**src/ccr_pkg.sv**
```systemverilog
// Package with register map, field positions and types for the chip configuration bank
package ccr_pkg;
  localparam logic [7:0] CCR_IDX_FIRST = 8'h20;
  localparam logic [7:0] CCR_IDX_LAST = 8'h2E;
  localparam logic [7:0] CCR_IDX_CHIP_ID = 8'h20;
  localparam logic [7:0] CCR_IDX_MAIN = 8'h21;
  localparam logic [7:0] CCR_IDX_PIN2 = 8'h22;
  localparam logic [7:0] CCR_IDX_PIN3 = 8'h23;
  localparam logic [7:0] CCR_IDX_PIN4 = 8'h24;
  localparam logic [7:0] CCR_IDX_PIN5 = 8'h25;
  localparam logic [7:0] CCR_IDX_REV_ID = 8'h27;
  localparam logic [7:0] CCR_IDX_CFG8 = 8'h28;
  localparam logic [7:0] CCR_IDX_SBA = 8'h2A;
  localparam logic [7:0] CCR_IDX_SBB = 8'h2B;
  localparam logic [7:0] CCR_IDX_SBC = 8'h2C;
  localparam logic [7:0] CCR_IDX_SBD = 8'h2D;
  // Main register fields
  localparam int CCR_LOCK_BIT = 7;
  localparam int CCR_PARALLEL_IRQ_INPUT_BIT = 6;
  localparam int CCR_DMA_LSB = 4;
  localparam int CCR_IO_LSB = 2;
  localparam int CCR_SWRST_BIT = 1;
  localparam int CCR_GEN_BIT = 0;
  // Reset values
  localparam logic [7:0] CCR_MAIN_RST = 8'h11;
  localparam logic [7:0] CCR_PIN2_RST = 8'h00;
  localparam logic [7:0] CCR_PIN3_RST = 8'h03;
  localparam logic [7:0] CCR_ZERO_RST = 8'h00;
  // Writable pin-select masks, lock protects these bits
  localparam logic [7:0] CCR_PIN4_RW_MASK = 8'hCF;
  localparam logic [7:0] CCR_MAIN_PIN_MASK = 8'h40;
  // Wait-state encodings
  localparam logic [1:0] CCR_WS_RSVD = 2'h0;
  localparam logic [3:0] CCR_WS_ZERO = 4'h0;
  localparam logic [3:0] CCR_WS_TWO = 4'h2;
  localparam logic [3:0] CCR_WS_SIX = 4'h6;
  localparam logic [3:0] CCR_WS_TWELVE = 4'hC;
  // AXI responses
  localparam logic [1:0] CCR_RESP_OKAY = 2'h0;

  typedef struct packed {
    logic [7:0] main;
    logic [7:0] pin2;
    logic [7:0] pin3;
    logic [7:0] pin4;
    logic [7:0] pin5;
    logic [7:0] cfg8;
    logic [7:0] sba;
    logic [7:0] sbb;
    logic [7:0] sbc;
    logic [7:0] sbd;
  } ccr_regs_t;

  typedef struct packed {
    logic [3:0] dma_wait;
    logic [3:0] io_wait;
    logic parallel_irq_input_sel;
    logic dev_enable;
    logic soft_reset;
    logic pin_lock;
  } ccr_ctrl_t;
endpackage : ccr_pkg

```
**src/ccr_bank.sv**
```systemverilog
// Chip configuration register bank with AXI4-Lite slave
// Behaviour
// - Registers decode at indexes 20h..2Eh; 2Eh is reserved.
// - Index 20h returns a fixed chip identity code; writes do nothing.
// - Lock bit 7 set makes the select bits of 22h..25h, 2Ah, 2Bh and bit 6 read-only; 2Ch and 2Dh stay writable.
// - Lock bit once set is cleared only by hardware reset.
// - Bit 6 selects parallel interrupt inputs for the upper pin group.
// - Bits 5-4 set DMA wait states: 01 two, 10 six, 11 twelve.
// - Bits 3-2 set I/O wait states: 00 zero, 01 two, 10 six, 11 twelve.
// - Software-reset bit reads 0; writing 0 is ignored.
// - Writing 1 resets devices and config registers; lock and wake-up unit registers SBA..SBD are kept.
// - Global enable 0 disables all devices except the wake-up unit.
`timescale 1ns/1ns
module ccr_bank #(
  parameter logic [7:0] CHIP_ID = 8'h5A,  // Arbitrary value
  parameter logic [7:0] REV_ID = 8'h01    // Arbitrary value
) (
  // Clock and reset
  input wire logic aclk,
  input wire logic aresetn,
  // AXI4-Lite write address and data
  input wire logic [7:0] s_axi_awaddr,
  input wire logic s_axi_awvalid,
  output logic s_axi_awready,
  input wire logic [31:0] s_axi_wdata,
  input wire logic [3:0] s_axi_wstrb,
  input wire logic s_axi_wvalid,
  output logic s_axi_wready,
  // AXI4-Lite write response
  output logic [1:0] s_axi_bresp,
  output logic s_axi_bvalid,
  input wire logic s_axi_bready,
  // AXI4-Lite read
  input wire logic [7:0] s_axi_araddr,
  input wire logic s_axi_arvalid,
  output logic s_axi_arready,
  output logic [31:0] s_axi_rdata,
  output logic [1:0] s_axi_rresp,
  output logic s_axi_rvalid,
  input wire logic s_axi_rready,
  // Control outputs to the chip
  output ccr_pkg::ccr_ctrl_t ctrl,
  output ccr_pkg::ccr_regs_t regs
);
  import ccr_pkg::*;

  typedef struct packed {
    ccr_regs_t r;
    ccr_ctrl_t c;
    logic aw_got;
    logic [7:0] aw_idx;
    logic w_got;
    logic [7:0] w_data;
    logic w_en;
    logic bvalid;
    logic rvalid;
    logic [7:0] rdata;
    logic awrdy;
    logic wrdy;
    logic ardy;
  } ccr_state_t;

  ccr_state_t st;
  ccr_state_t next_st;

  function automatic logic [3:0] ccr_dma_count(input logic [1:0] code);
    logic [3:0] n;
    n = CCR_WS_TWO;
    case (code)
      2'h2: n = CCR_WS_SIX;
      2'h3: n = CCR_WS_TWELVE;
      default: n = CCR_WS_TWO;
    endcase
    return n;
  endfunction : ccr_dma_count

  function automatic logic [3:0] ccr_io_count(input logic [1:0] code);
    logic [3:0] n;
    n = CCR_WS_ZERO;
    case (code)
      2'h1: n = CCR_WS_TWO;
      2'h2: n = CCR_WS_SIX;
      2'h3: n = CCR_WS_TWELVE;
      default: n = CCR_WS_ZERO;
    endcase
    return n;
  endfunction : ccr_io_count

  // Masked update: bits under lock keep their old value
  function automatic logic [7:0] ccr_upd(input logic [7:0] old, input logic [7:0] wr, input logic [7:0] lkm);
    return (old & lkm) | (wr & ~lkm);
  endfunction : ccr_upd

  function automatic logic [7:0] ccr_read(input ccr_regs_t r, input logic [7:0] idx);
    logic [7:0] v;
    v = 8'h00;
    if (idx == CCR_IDX_CHIP_ID)
      v = CHIP_ID;
    else if (idx == CCR_IDX_MAIN)
      v = r.main & ~(8'h01 << CCR_SWRST_BIT);
    else if (idx == CCR_IDX_PIN2)
      v = r.pin2;
    else if (idx == CCR_IDX_PIN3)
      v = r.pin3;
    else if (idx == CCR_IDX_PIN4)
      v = r.pin4;
    else if (idx == CCR_IDX_PIN5)
      v = r.pin5;
    else if (idx == CCR_IDX_REV_ID)
      v = REV_ID;
    else if (idx == CCR_IDX_CFG8)
      v = r.cfg8;
    else if (idx == CCR_IDX_SBA)
      v = r.sba;
    else if (idx == CCR_IDX_SBB)
      v = r.sbb;
    else if (idx == CCR_IDX_SBC)
      v = r.sbc;
    else if (idx == CCR_IDX_SBD)
      v = r.sbd;
    else
      v = 8'h00;
    return v;
  endfunction : ccr_read

  logic lk;
  logic [7:0] lkm;
  logic [7:0] wd;
  logic wr_fire;
  logic [7:0] widx;

  always_comb
  begin
    next_st = st;
    lk = st.r.main[CCR_LOCK_BIT];
    lkm = lk ? 8'hFF : 8'h00;
    // No write-one-to-clear bits in this bank
    next_st.c.soft_reset = 1'b0;
    // Address and data channels taken in either order
    if (s_axi_awvalid && s_axi_awready)
    begin
      next_st.aw_got = 1'b1;
      next_st.aw_idx = {2'h0, s_axi_awaddr[7:2]};
    end
    if (s_axi_wvalid && s_axi_wready)
    begin
      next_st.w_got = 1'b1;
      next_st.w_data = s_axi_wdata[7:0];
      next_st.w_en = s_axi_wstrb[0];
    end
    wr_fire = st.aw_got && st.w_got && !st.bvalid;
    widx = st.aw_idx;
    wd = st.w_data;
    if (wr_fire)
    begin
      next_st.aw_got = 1'b0;
      next_st.w_got = 1'b0;
      next_st.bvalid = 1'b1;
      if (st.w_en && widx >= CCR_IDX_FIRST && widx < CCR_IDX_LAST)
      begin
        if (widx == CCR_IDX_MAIN)
        begin
          // Lock is sticky high
          next_st.r.main[CCR_LOCK_BIT] = lk | wd[CCR_LOCK_BIT];
          next_st.r.main[CCR_PARALLEL_IRQ_INPUT_BIT] = lk ? st.r.main[CCR_PARALLEL_IRQ_INPUT_BIT] : wd[CCR_PARALLEL_IRQ_INPUT_BIT];
          if (wd[CCR_DMA_LSB +: 2] != CCR_WS_RSVD)
            next_st.r.main[CCR_DMA_LSB +: 2] = wd[CCR_DMA_LSB +: 2];
          next_st.r.main[CCR_IO_LSB +: 2] = wd[CCR_IO_LSB +: 2];
          next_st.r.main[CCR_SWRST_BIT] = 1'b0;
          next_st.r.main[CCR_GEN_BIT] = wd[CCR_GEN_BIT];
          next_st.c.soft_reset = wd[CCR_SWRST_BIT];
        end
        else if (widx == CCR_IDX_PIN2)
          next_st.r.pin2 = ccr_upd(st.r.pin2, wd, lkm);
        else if (widx == CCR_IDX_PIN3)
          next_st.r.pin3 = ccr_upd(st.r.pin3, wd, lkm);
        else if (widx == CCR_IDX_PIN4)
          next_st.r.pin4 = ccr_upd(st.r.pin4, wd, lkm | ~CCR_PIN4_RW_MASK);
        else if (widx == CCR_IDX_PIN5)
          next_st.r.pin5 = ccr_upd(st.r.pin5, wd, lkm);
        else if (widx == CCR_IDX_CFG8)
          next_st.r.cfg8 = wd;
        else if (widx == CCR_IDX_SBA)
          next_st.r.sba = ccr_upd(st.r.sba, wd, lkm);
        else if (widx == CCR_IDX_SBB)
          next_st.r.sbb = ccr_upd(st.r.sbb, wd, lkm);
        else if (widx == CCR_IDX_SBC)
          next_st.r.sbc = wd;
        else if (widx == CCR_IDX_SBD)
          next_st.r.sbd = wd;
      end
    end
    // Soft reset returns config to defaults, lock and standby well kept
    if (st.c.soft_reset)
    begin
      next_st.r.main = (CCR_MAIN_RST & ~(8'h01 << CCR_LOCK_BIT)) | (st.r.main & (8'h01 << CCR_LOCK_BIT));
      next_st.r.pin2 = CCR_PIN2_RST;
      next_st.r.pin3 = CCR_PIN3_RST;
      next_st.r.pin4 = CCR_ZERO_RST;
      next_st.r.pin5 = CCR_ZERO_RST;
      next_st.r.cfg8 = CCR_ZERO_RST;
    end
    if (st.bvalid && s_axi_bready)
      next_st.bvalid = 1'b0;
    // Read path
    if (s_axi_arvalid && st.ardy)
    begin
      next_st.rvalid = 1'b1;
      next_st.rdata = ccr_read(st.r, {2'h0, s_axi_araddr[7:2]});
    end
    else if (st.rvalid && s_axi_rready)
      next_st.rvalid = 1'b0;
    // Decoded controls
    next_st.c.pin_lock = next_st.r.main[CCR_LOCK_BIT];
    next_st.c.parallel_irq_input_sel = next_st.r.main[CCR_PARALLEL_IRQ_INPUT_BIT];
    next_st.c.dma_wait = ccr_dma_count(next_st.r.main[CCR_DMA_LSB +: 2]);
    next_st.c.io_wait = ccr_io_count(next_st.r.main[CCR_IO_LSB +: 2]);
    next_st.c.dev_enable = next_st.r.main[CCR_GEN_BIT];
    // Ready outputs registered from the next state
    next_st.awrdy = !next_st.aw_got && !next_st.bvalid;
    next_st.wrdy = !next_st.w_got && !next_st.bvalid;
    next_st.ardy = !next_st.rvalid;
  end

  always_ff @(posedge aclk)
  begin
    if (!aresetn)
    begin
      st <= '0;
      st.r.main <= CCR_MAIN_RST;
      st.r.pin2 <= CCR_PIN2_RST;
      st.r.pin3 <= CCR_PIN3_RST;
      st.c.dma_wait <= CCR_WS_TWO;
      st.c.io_wait <= CCR_WS_ZERO;
      st.c.dev_enable <= 1'b1;
      st.awrdy <= 1'b1;
      st.wrdy <= 1'b1;
      st.ardy <= 1'b1;
    end
    else
      st <= next_st;
  end

  assign s_axi_awready = st.awrdy;
  assign s_axi_wready = st.wrdy;
  assign s_axi_bvalid = st.bvalid;
  assign s_axi_bresp = CCR_RESP_OKAY;
  assign s_axi_arready = st.ardy;
  assign s_axi_rvalid = st.rvalid;
  assign s_axi_rdata = {24'h000000, st.rdata};
  assign s_axi_rresp = CCR_RESP_OKAY;
  assign ctrl = st.c;
  assign regs = st.r;
endmodule : ccr_bank

```
**config.mk**
```make
export PLATFORM = sky130hd
export DESIGN_NAME = ccr_bank
export DESIGN_NICKNAME = d
export VERILOG_FILES = /design/src/ccr_pkg.sv /design/src/ccr_bank.sv
export SDC_FILE = /design/constraint.sdc
export NUM_CORES = 1
export LEC_CHECK = 0
export ABC_AREA = 1
export BUFFER_PORTS_ARGS = -buffer_cell sky130_fd_sc_hd__buf_2
export CORE_AREA = 2 2 110 112
export DETAILED_ROUTE_END_ITERATION = 10
export DIE_AREA = 0 0 112 114
export GPL_TIMING_DRIVEN = 0
export PLACE_DENSITY = 0.9
export SETUP_SLACK_MARGIN = 0.3
export SYNTH_ARGS = -nofsm -noshare
export SYNTH_HDL_FRONTEND = slang
export SYNTH_SLANG_ARGS = --single-unit
```
**constraint.sdc**
```tcl
create_clock -name aclk -period 2.5 [get_ports aclk]
set_clock_uncertainty 0.15 [all_clocks]
set_input_delay 0.25 -clock aclk [delete_from_list [all_inputs] [get_ports aclk]]
set_output_delay 0.25 -clock aclk [all_outputs]
set_load 0.02 [all_outputs]
```
==> run_summary.xml <==
<?xml version="1.0" encoding="UTF-8"?>
<metrics>
  <group name="clock_network">
    <metric name="tritoncts_num_sinks" unit="">114</metric>
    <metric name="cts.reportedPaths.clkPinSlew" unit="ns">0.05</metric>
    <metric name="tritoncts" unit="">yes</metric>
    <metric name="cts_inserted_buffers" unit="">17</metric>
    <metric name="htree_levels" unit="">4</metric>
    <metric name="clk_root_buffer_cell" unit="">clkbuf_16</metric>
    <metric name="latest_clock_arrival_within_the_worst_skew_pair" unit="ns">0.41</metric>
    <metric name="cts_buffer_depth" unit="">2</metric>
  </group>
  <group name="global_route">
    <metric name="antenna_violations_before_repair" unit="">0</metric>
    <metric name="grt_first_pass_wirelength" unit="um">26700</metric>
    <metric name="top_usage_layer" unit="">met2</metric>
    <metric name="grt.met1_usage" unit="%">32.6</metric>
    <metric name="grt_max_degree" unit="">17</metric>
    <metric name="grt.met3_usage" unit="%">7.60</metric>
    <metric name="groute.layer.met2.usage" unit="%">44.7</metric>
    <metric name="track_usage" unit="%">26.9</metric>
    <metric name="first_global_vias" unit="">5279</metric>
    <metric name="overflow" unit="">0</metric>
  </group>
  <group name="critical_path">
    <metric name="r2r_setup_slack" unit="ns">0.34</metric>
    <metric name="critPathLaunch" unit="">widx[5]</metric>
    <metric name="cp_slowest_stage_delay" unit="ns">0.31</metric>
    <metric name="rr_startpoint" unit="">widx[5]</metric>
    <metric name="worst_setup_ep_type" unit="">register</metric>
    <metric name="worstSetupPathType" unit="">register to register</metric>
    <metric name="cpLargestDelayFamily" unit="">simple AND/OR/NAND/NOR gates</metric>
    <metric name="worstPathArrival" unit="ns">2.37</metric>
    <metric name="worst_setup_path_endpoint" unit="">ctrl[6]</metric>
    <metric name="worst-path-stages" unit="">12</metric>
    <metric name="cpMaxStageDelayCell" unit="">dfxtp_1</metric>
    <metric name="element_type_at_the_critical_path_start" unit="">register</metric>
    <metric name="sequence_of_cells_on_the_critical_path" unit="">inv_1, nor2_4, nand3_2, nor2_2, inv_2, nor2_4, nor2_2, nor3_2, inv_1, ha_1, or2_4, nor2_2</metric>
    <metric name="r2r.worst_path.cells" unit="">12</metric>
    <metric name="worstReg2RegEnd" unit="">ctrl[6]</metric>
    <metric name="cpMostUsedCell" unit="">nor2_2</metric>
    <metric name="path_max_fanout" unit="">6</metric>
    <metric name="worst_ep_required_time" unit="ns">2.71</metric>
    <metric name="worstPathBufferInverterCount" unit="">3</metric>
  </group>
  <group name="route">
    <metric name="detail_route.vias_per_cell" unit="">5.16</metric>
    <metric name="drtPass1Iterations" unit="">6</metric>
    <metric name="antenna_left" unit="">0</metric>
    <metric name="wl" unit="um">17600</metric>
    <metric name="drcViolationCount" unit="">0</metric>
    <metric name="first_iter_violations" unit="">616</metric>
    <metric name="vias" unit="">5737</metric>
    <metric name="routed_length_per_instance" unit="um">15.8</metric>
  </group>
  <group name="pwr">
    <metric name="power.density_cell_area" unit="mW/mm^2">623</metric>
    <metric name="peakVddDrop" unit="mV">0.378</metric>
    <metric name="overall_power" unit="mW">4.65</metric>
    <metric name="p_leak" unit="nW">3.76</metric>
  </group>
  <group name="sta">
    <metric name="finalHoldWorstSlack" unit="ns">0.00815</metric>
    <metric name="finalHoldViolCount" unit="">0</metric>
    <metric name="post-route-worst-setup-slack" unit="ns">0.341</metric>
    <metric name="timing.final.max_slew_violations" unit="">0</metric>
    <metric name="setup_viol" unit="">0</metric>
    <metric name="fmax" unit="MHz">463</metric>
    <metric name="period_utilisation_layout" unit="%">86.4</metric>
    <metric name="relSlewSlack" unit="%">42.1</metric>
    <metric name="grt_setup_unrepaired" unit="">true</metric>
    <metric name="tns" unit="ns">0</metric>
    <metric name="finalWorstPathRequiredPeriod" unit="ns">2.16</metric>
    <metric name="tightest_slew" unit="ns">0.868</metric>
  </group>
  <group name="placement">
    <metric name="place.detailed.hpwl" unit="um">12500</metric>
    <metric name="detailedPlace.worstSlack" unit="ns">0.198</metric>
    <metric name="placed_cell_area" unit="sq mm">0.00672</metric>
    <metric name="port_buffers" unit="">127</metric>
    <metric name="globalplace.congestion" unit="">0.912</metric>
  </group>
  <group name="floorplan">
    <metric name="number_of_top_level_pins" unit="">192</metric>
    <metric name="die_x_extent" unit="um">112</metric>
    <metric name="die_h" unit="um">114</metric>
    <metric name="initial_utilization" unit="%">49.4</metric>
    <metric name="core.rowCount" unit="">40</metric>
    <metric name="die_area" unit="sq mm">0.0128</metric>
    <metric name="core" unit="sq mm">0.0117</metric>
  </group>
  <group name="synth">
    <metric name="synthesis.instances" unit="">763</metric>
    <metric name="synth_simple_gate_area_share" unit="%">18.1</metric>
    <metric name="synth-adder-area-share" unit="%">0.649</metric>
    <metric name="synth-seq-cells" unit="">114</metric>
    <metric name="synth_edf_count" unit="">0</metric>
    <metric name="post_synthesis_xor_xnor_area_fraction" unit="%">0</metric>
    <metric name="synth-main-ff-cell" unit="">dfxtp_1</metric>
    <metric name="netlist_area_before_placement" unit="sq mm">0.00578</metric>
    <metric name="yosysSeqAreaShare" unit="%">39.5</metric>
    <metric name="synth_top_family_by_area" unit="">buffers and inverters</metric>
    <metric name="synth.avg_cell_area" unit="sq um">7.58</metric>
    <metric name="synthTopCellsByArea" unit="">dfxtp_1, buf_4, a21oi_1</metric>
    <metric name="post-synth-top-area-cell" unit="">dfxtp_1</metric>
    <metric name="asyncSetResetFlopFracSynth" unit="%">0</metric>
    <metric name="synth_largest_type_area_fraction" unit="%">39.5</metric>
    <metric name="synth-compound-area-share" unit="%">18.6</metric>
    <metric name="ys_warn_count" unit="">0</metric>
    <metric name="muxShareOfSynthArea" unit="%">0</metric>
    <metric name="post_synth_num_cell_types" unit="">34</metric>
  </group>
  <group name="final_layout">
    <metric name="final_area" unit="sq mm">0.00747</metric>
    <metric name="n_antenna_cell" unit="">0</metric>
    <metric name="final_layout_size_suffix_gt1_share" unit="%">35.2</metric>
    <metric name="nets" unit="">1019</metric>
    <metric name="areaGrowthSynthToFinish" unit="%">29.1</metric>
  </group>
  <group name="flow_run">
    <metric name="drv.max_cap_violation_count" unit="">0</metric>
  </group>
  <group name="run_status">
    <metric name="outcome" unit="">complete, no violations</metric>
  </group>
  <group name="min_path">
    <metric name="holdCritPathClass" unit="">input port to register</metric>
  </group>
</metrics>
==> kinds of logic after synthesis <==
family / count (synthesis)
buffers and inverters: 223
other: 1
flip-flops: 114
adder cells (fa/ha/maj): 3
AO/OA/AOI/OAI: 200
AND/OR/NAND/NOR: 222
==> worst min path at each step <==
stage / startpoint / endpoint / slack (ns) / depth (start not counted)
after floorplan: aresetn / register / 0.24 / 2
after global placement: s_axi_rdata[5] / s_axi_rdata[5] / 0.31 / 2
after detailed placement: s_axi_rdata[5] / s_axi_rdata[5] / 0.31 / 2
after CTS: s_axi_wdata[3] / wd[3] / 0.001 / 3
after global routing: aresetn / register / 0.03 / 3
final: s_axi_bready / s_axi_bvalid / 0.008 / 3
==> final cells by class <==
class	instances	area [sq um]
tap	147	184
timing repair buffer	143	781
clock buffer	21	480
clock inverter	6	82.6
buffer	149	1060
inverter	74	280
fill	1000	4240
multi-input combinational	458	2310
sequential	114	2280
==> stage by stage <==
step / cells / util, %
after floorplan: 795 / -
after detailed placement: 1069 / 57.4
after global placement: 1069 / 57.4
after global routing: 1112 / 63.8
after CTS: 1107 / 63.2
final: 1112 / 63.8
==> what timing repair did <==
action | CTS | global route
gates cloned | 0 | 0
resized for setup | 4 | 8
hold endpoints to repair | 10 | 0
hold buffers | 10 | 0
pin swaps | 1 | 7
endpoints found under the setup margin | 3 | 3
setup buffers | 1 | 5
==> where the power goes <==
group	total [mW]	switching (mW)	internal, mW	leakage [nW]
clock network	2.34	0.806	1.53	0.278
logic	0.417	0.287	0.129	2.56
registers	1.90	0.0339	1.86	0.925
==> layer usage <==
layer	vias to the layer above	part of all wire, %	wire, um
li1	2736	-	-
met1	2593	39	6810
met2	351	48	8490
met3	57	10	1760
met4	0	3.1	541
met5	-	0	0
==> layout by cell type, fill, tap and decap left out, types with 17 or more instances in the layout <==
master     count
a21oi_1       93
buf_2        129
buf_4        138
clkbuf_16     17
conb_1        33
dfxtp_1      112
inv_1         61
nand2_1       88
nand3_1       20
nor2_1        69
o21ai_0       84
==> synthesized netlist by cell type, types with 2 or more instances <==
master    instances
inv_1            61
a21oi_1          93
inv_2             7
o21ai_0          84
nor3_2            2
nor3_1            5
nand2_1          88
clkinv_1          6
nor2_4            4
nand4_1          11
nand2_2           2
a21oi_2           2
nand3_1          22
clkbuf_1         14
a211oi_1         11
ha_1              3
buf_2             2
dfxtp_1         114
nor4_4            3
a211oi_2          2
nor3_4            2
o21ai_2           2
nor2_1           73
o21bai_1          2
buf_4           132
or2_2             5
nor2_2            4
==> worst min-delay path: cells and delay by family <==
| family | cells | cell delay, ns |
|---|---|---|
| and+or+nand+nor | 1 | 0.09 |
| buffers and inverters | 1 | 0.08 |
| AOI/OAI and AO/OA | 1 | 0.09 |
No activity file was read; power rests on OpenSTA's default activity.
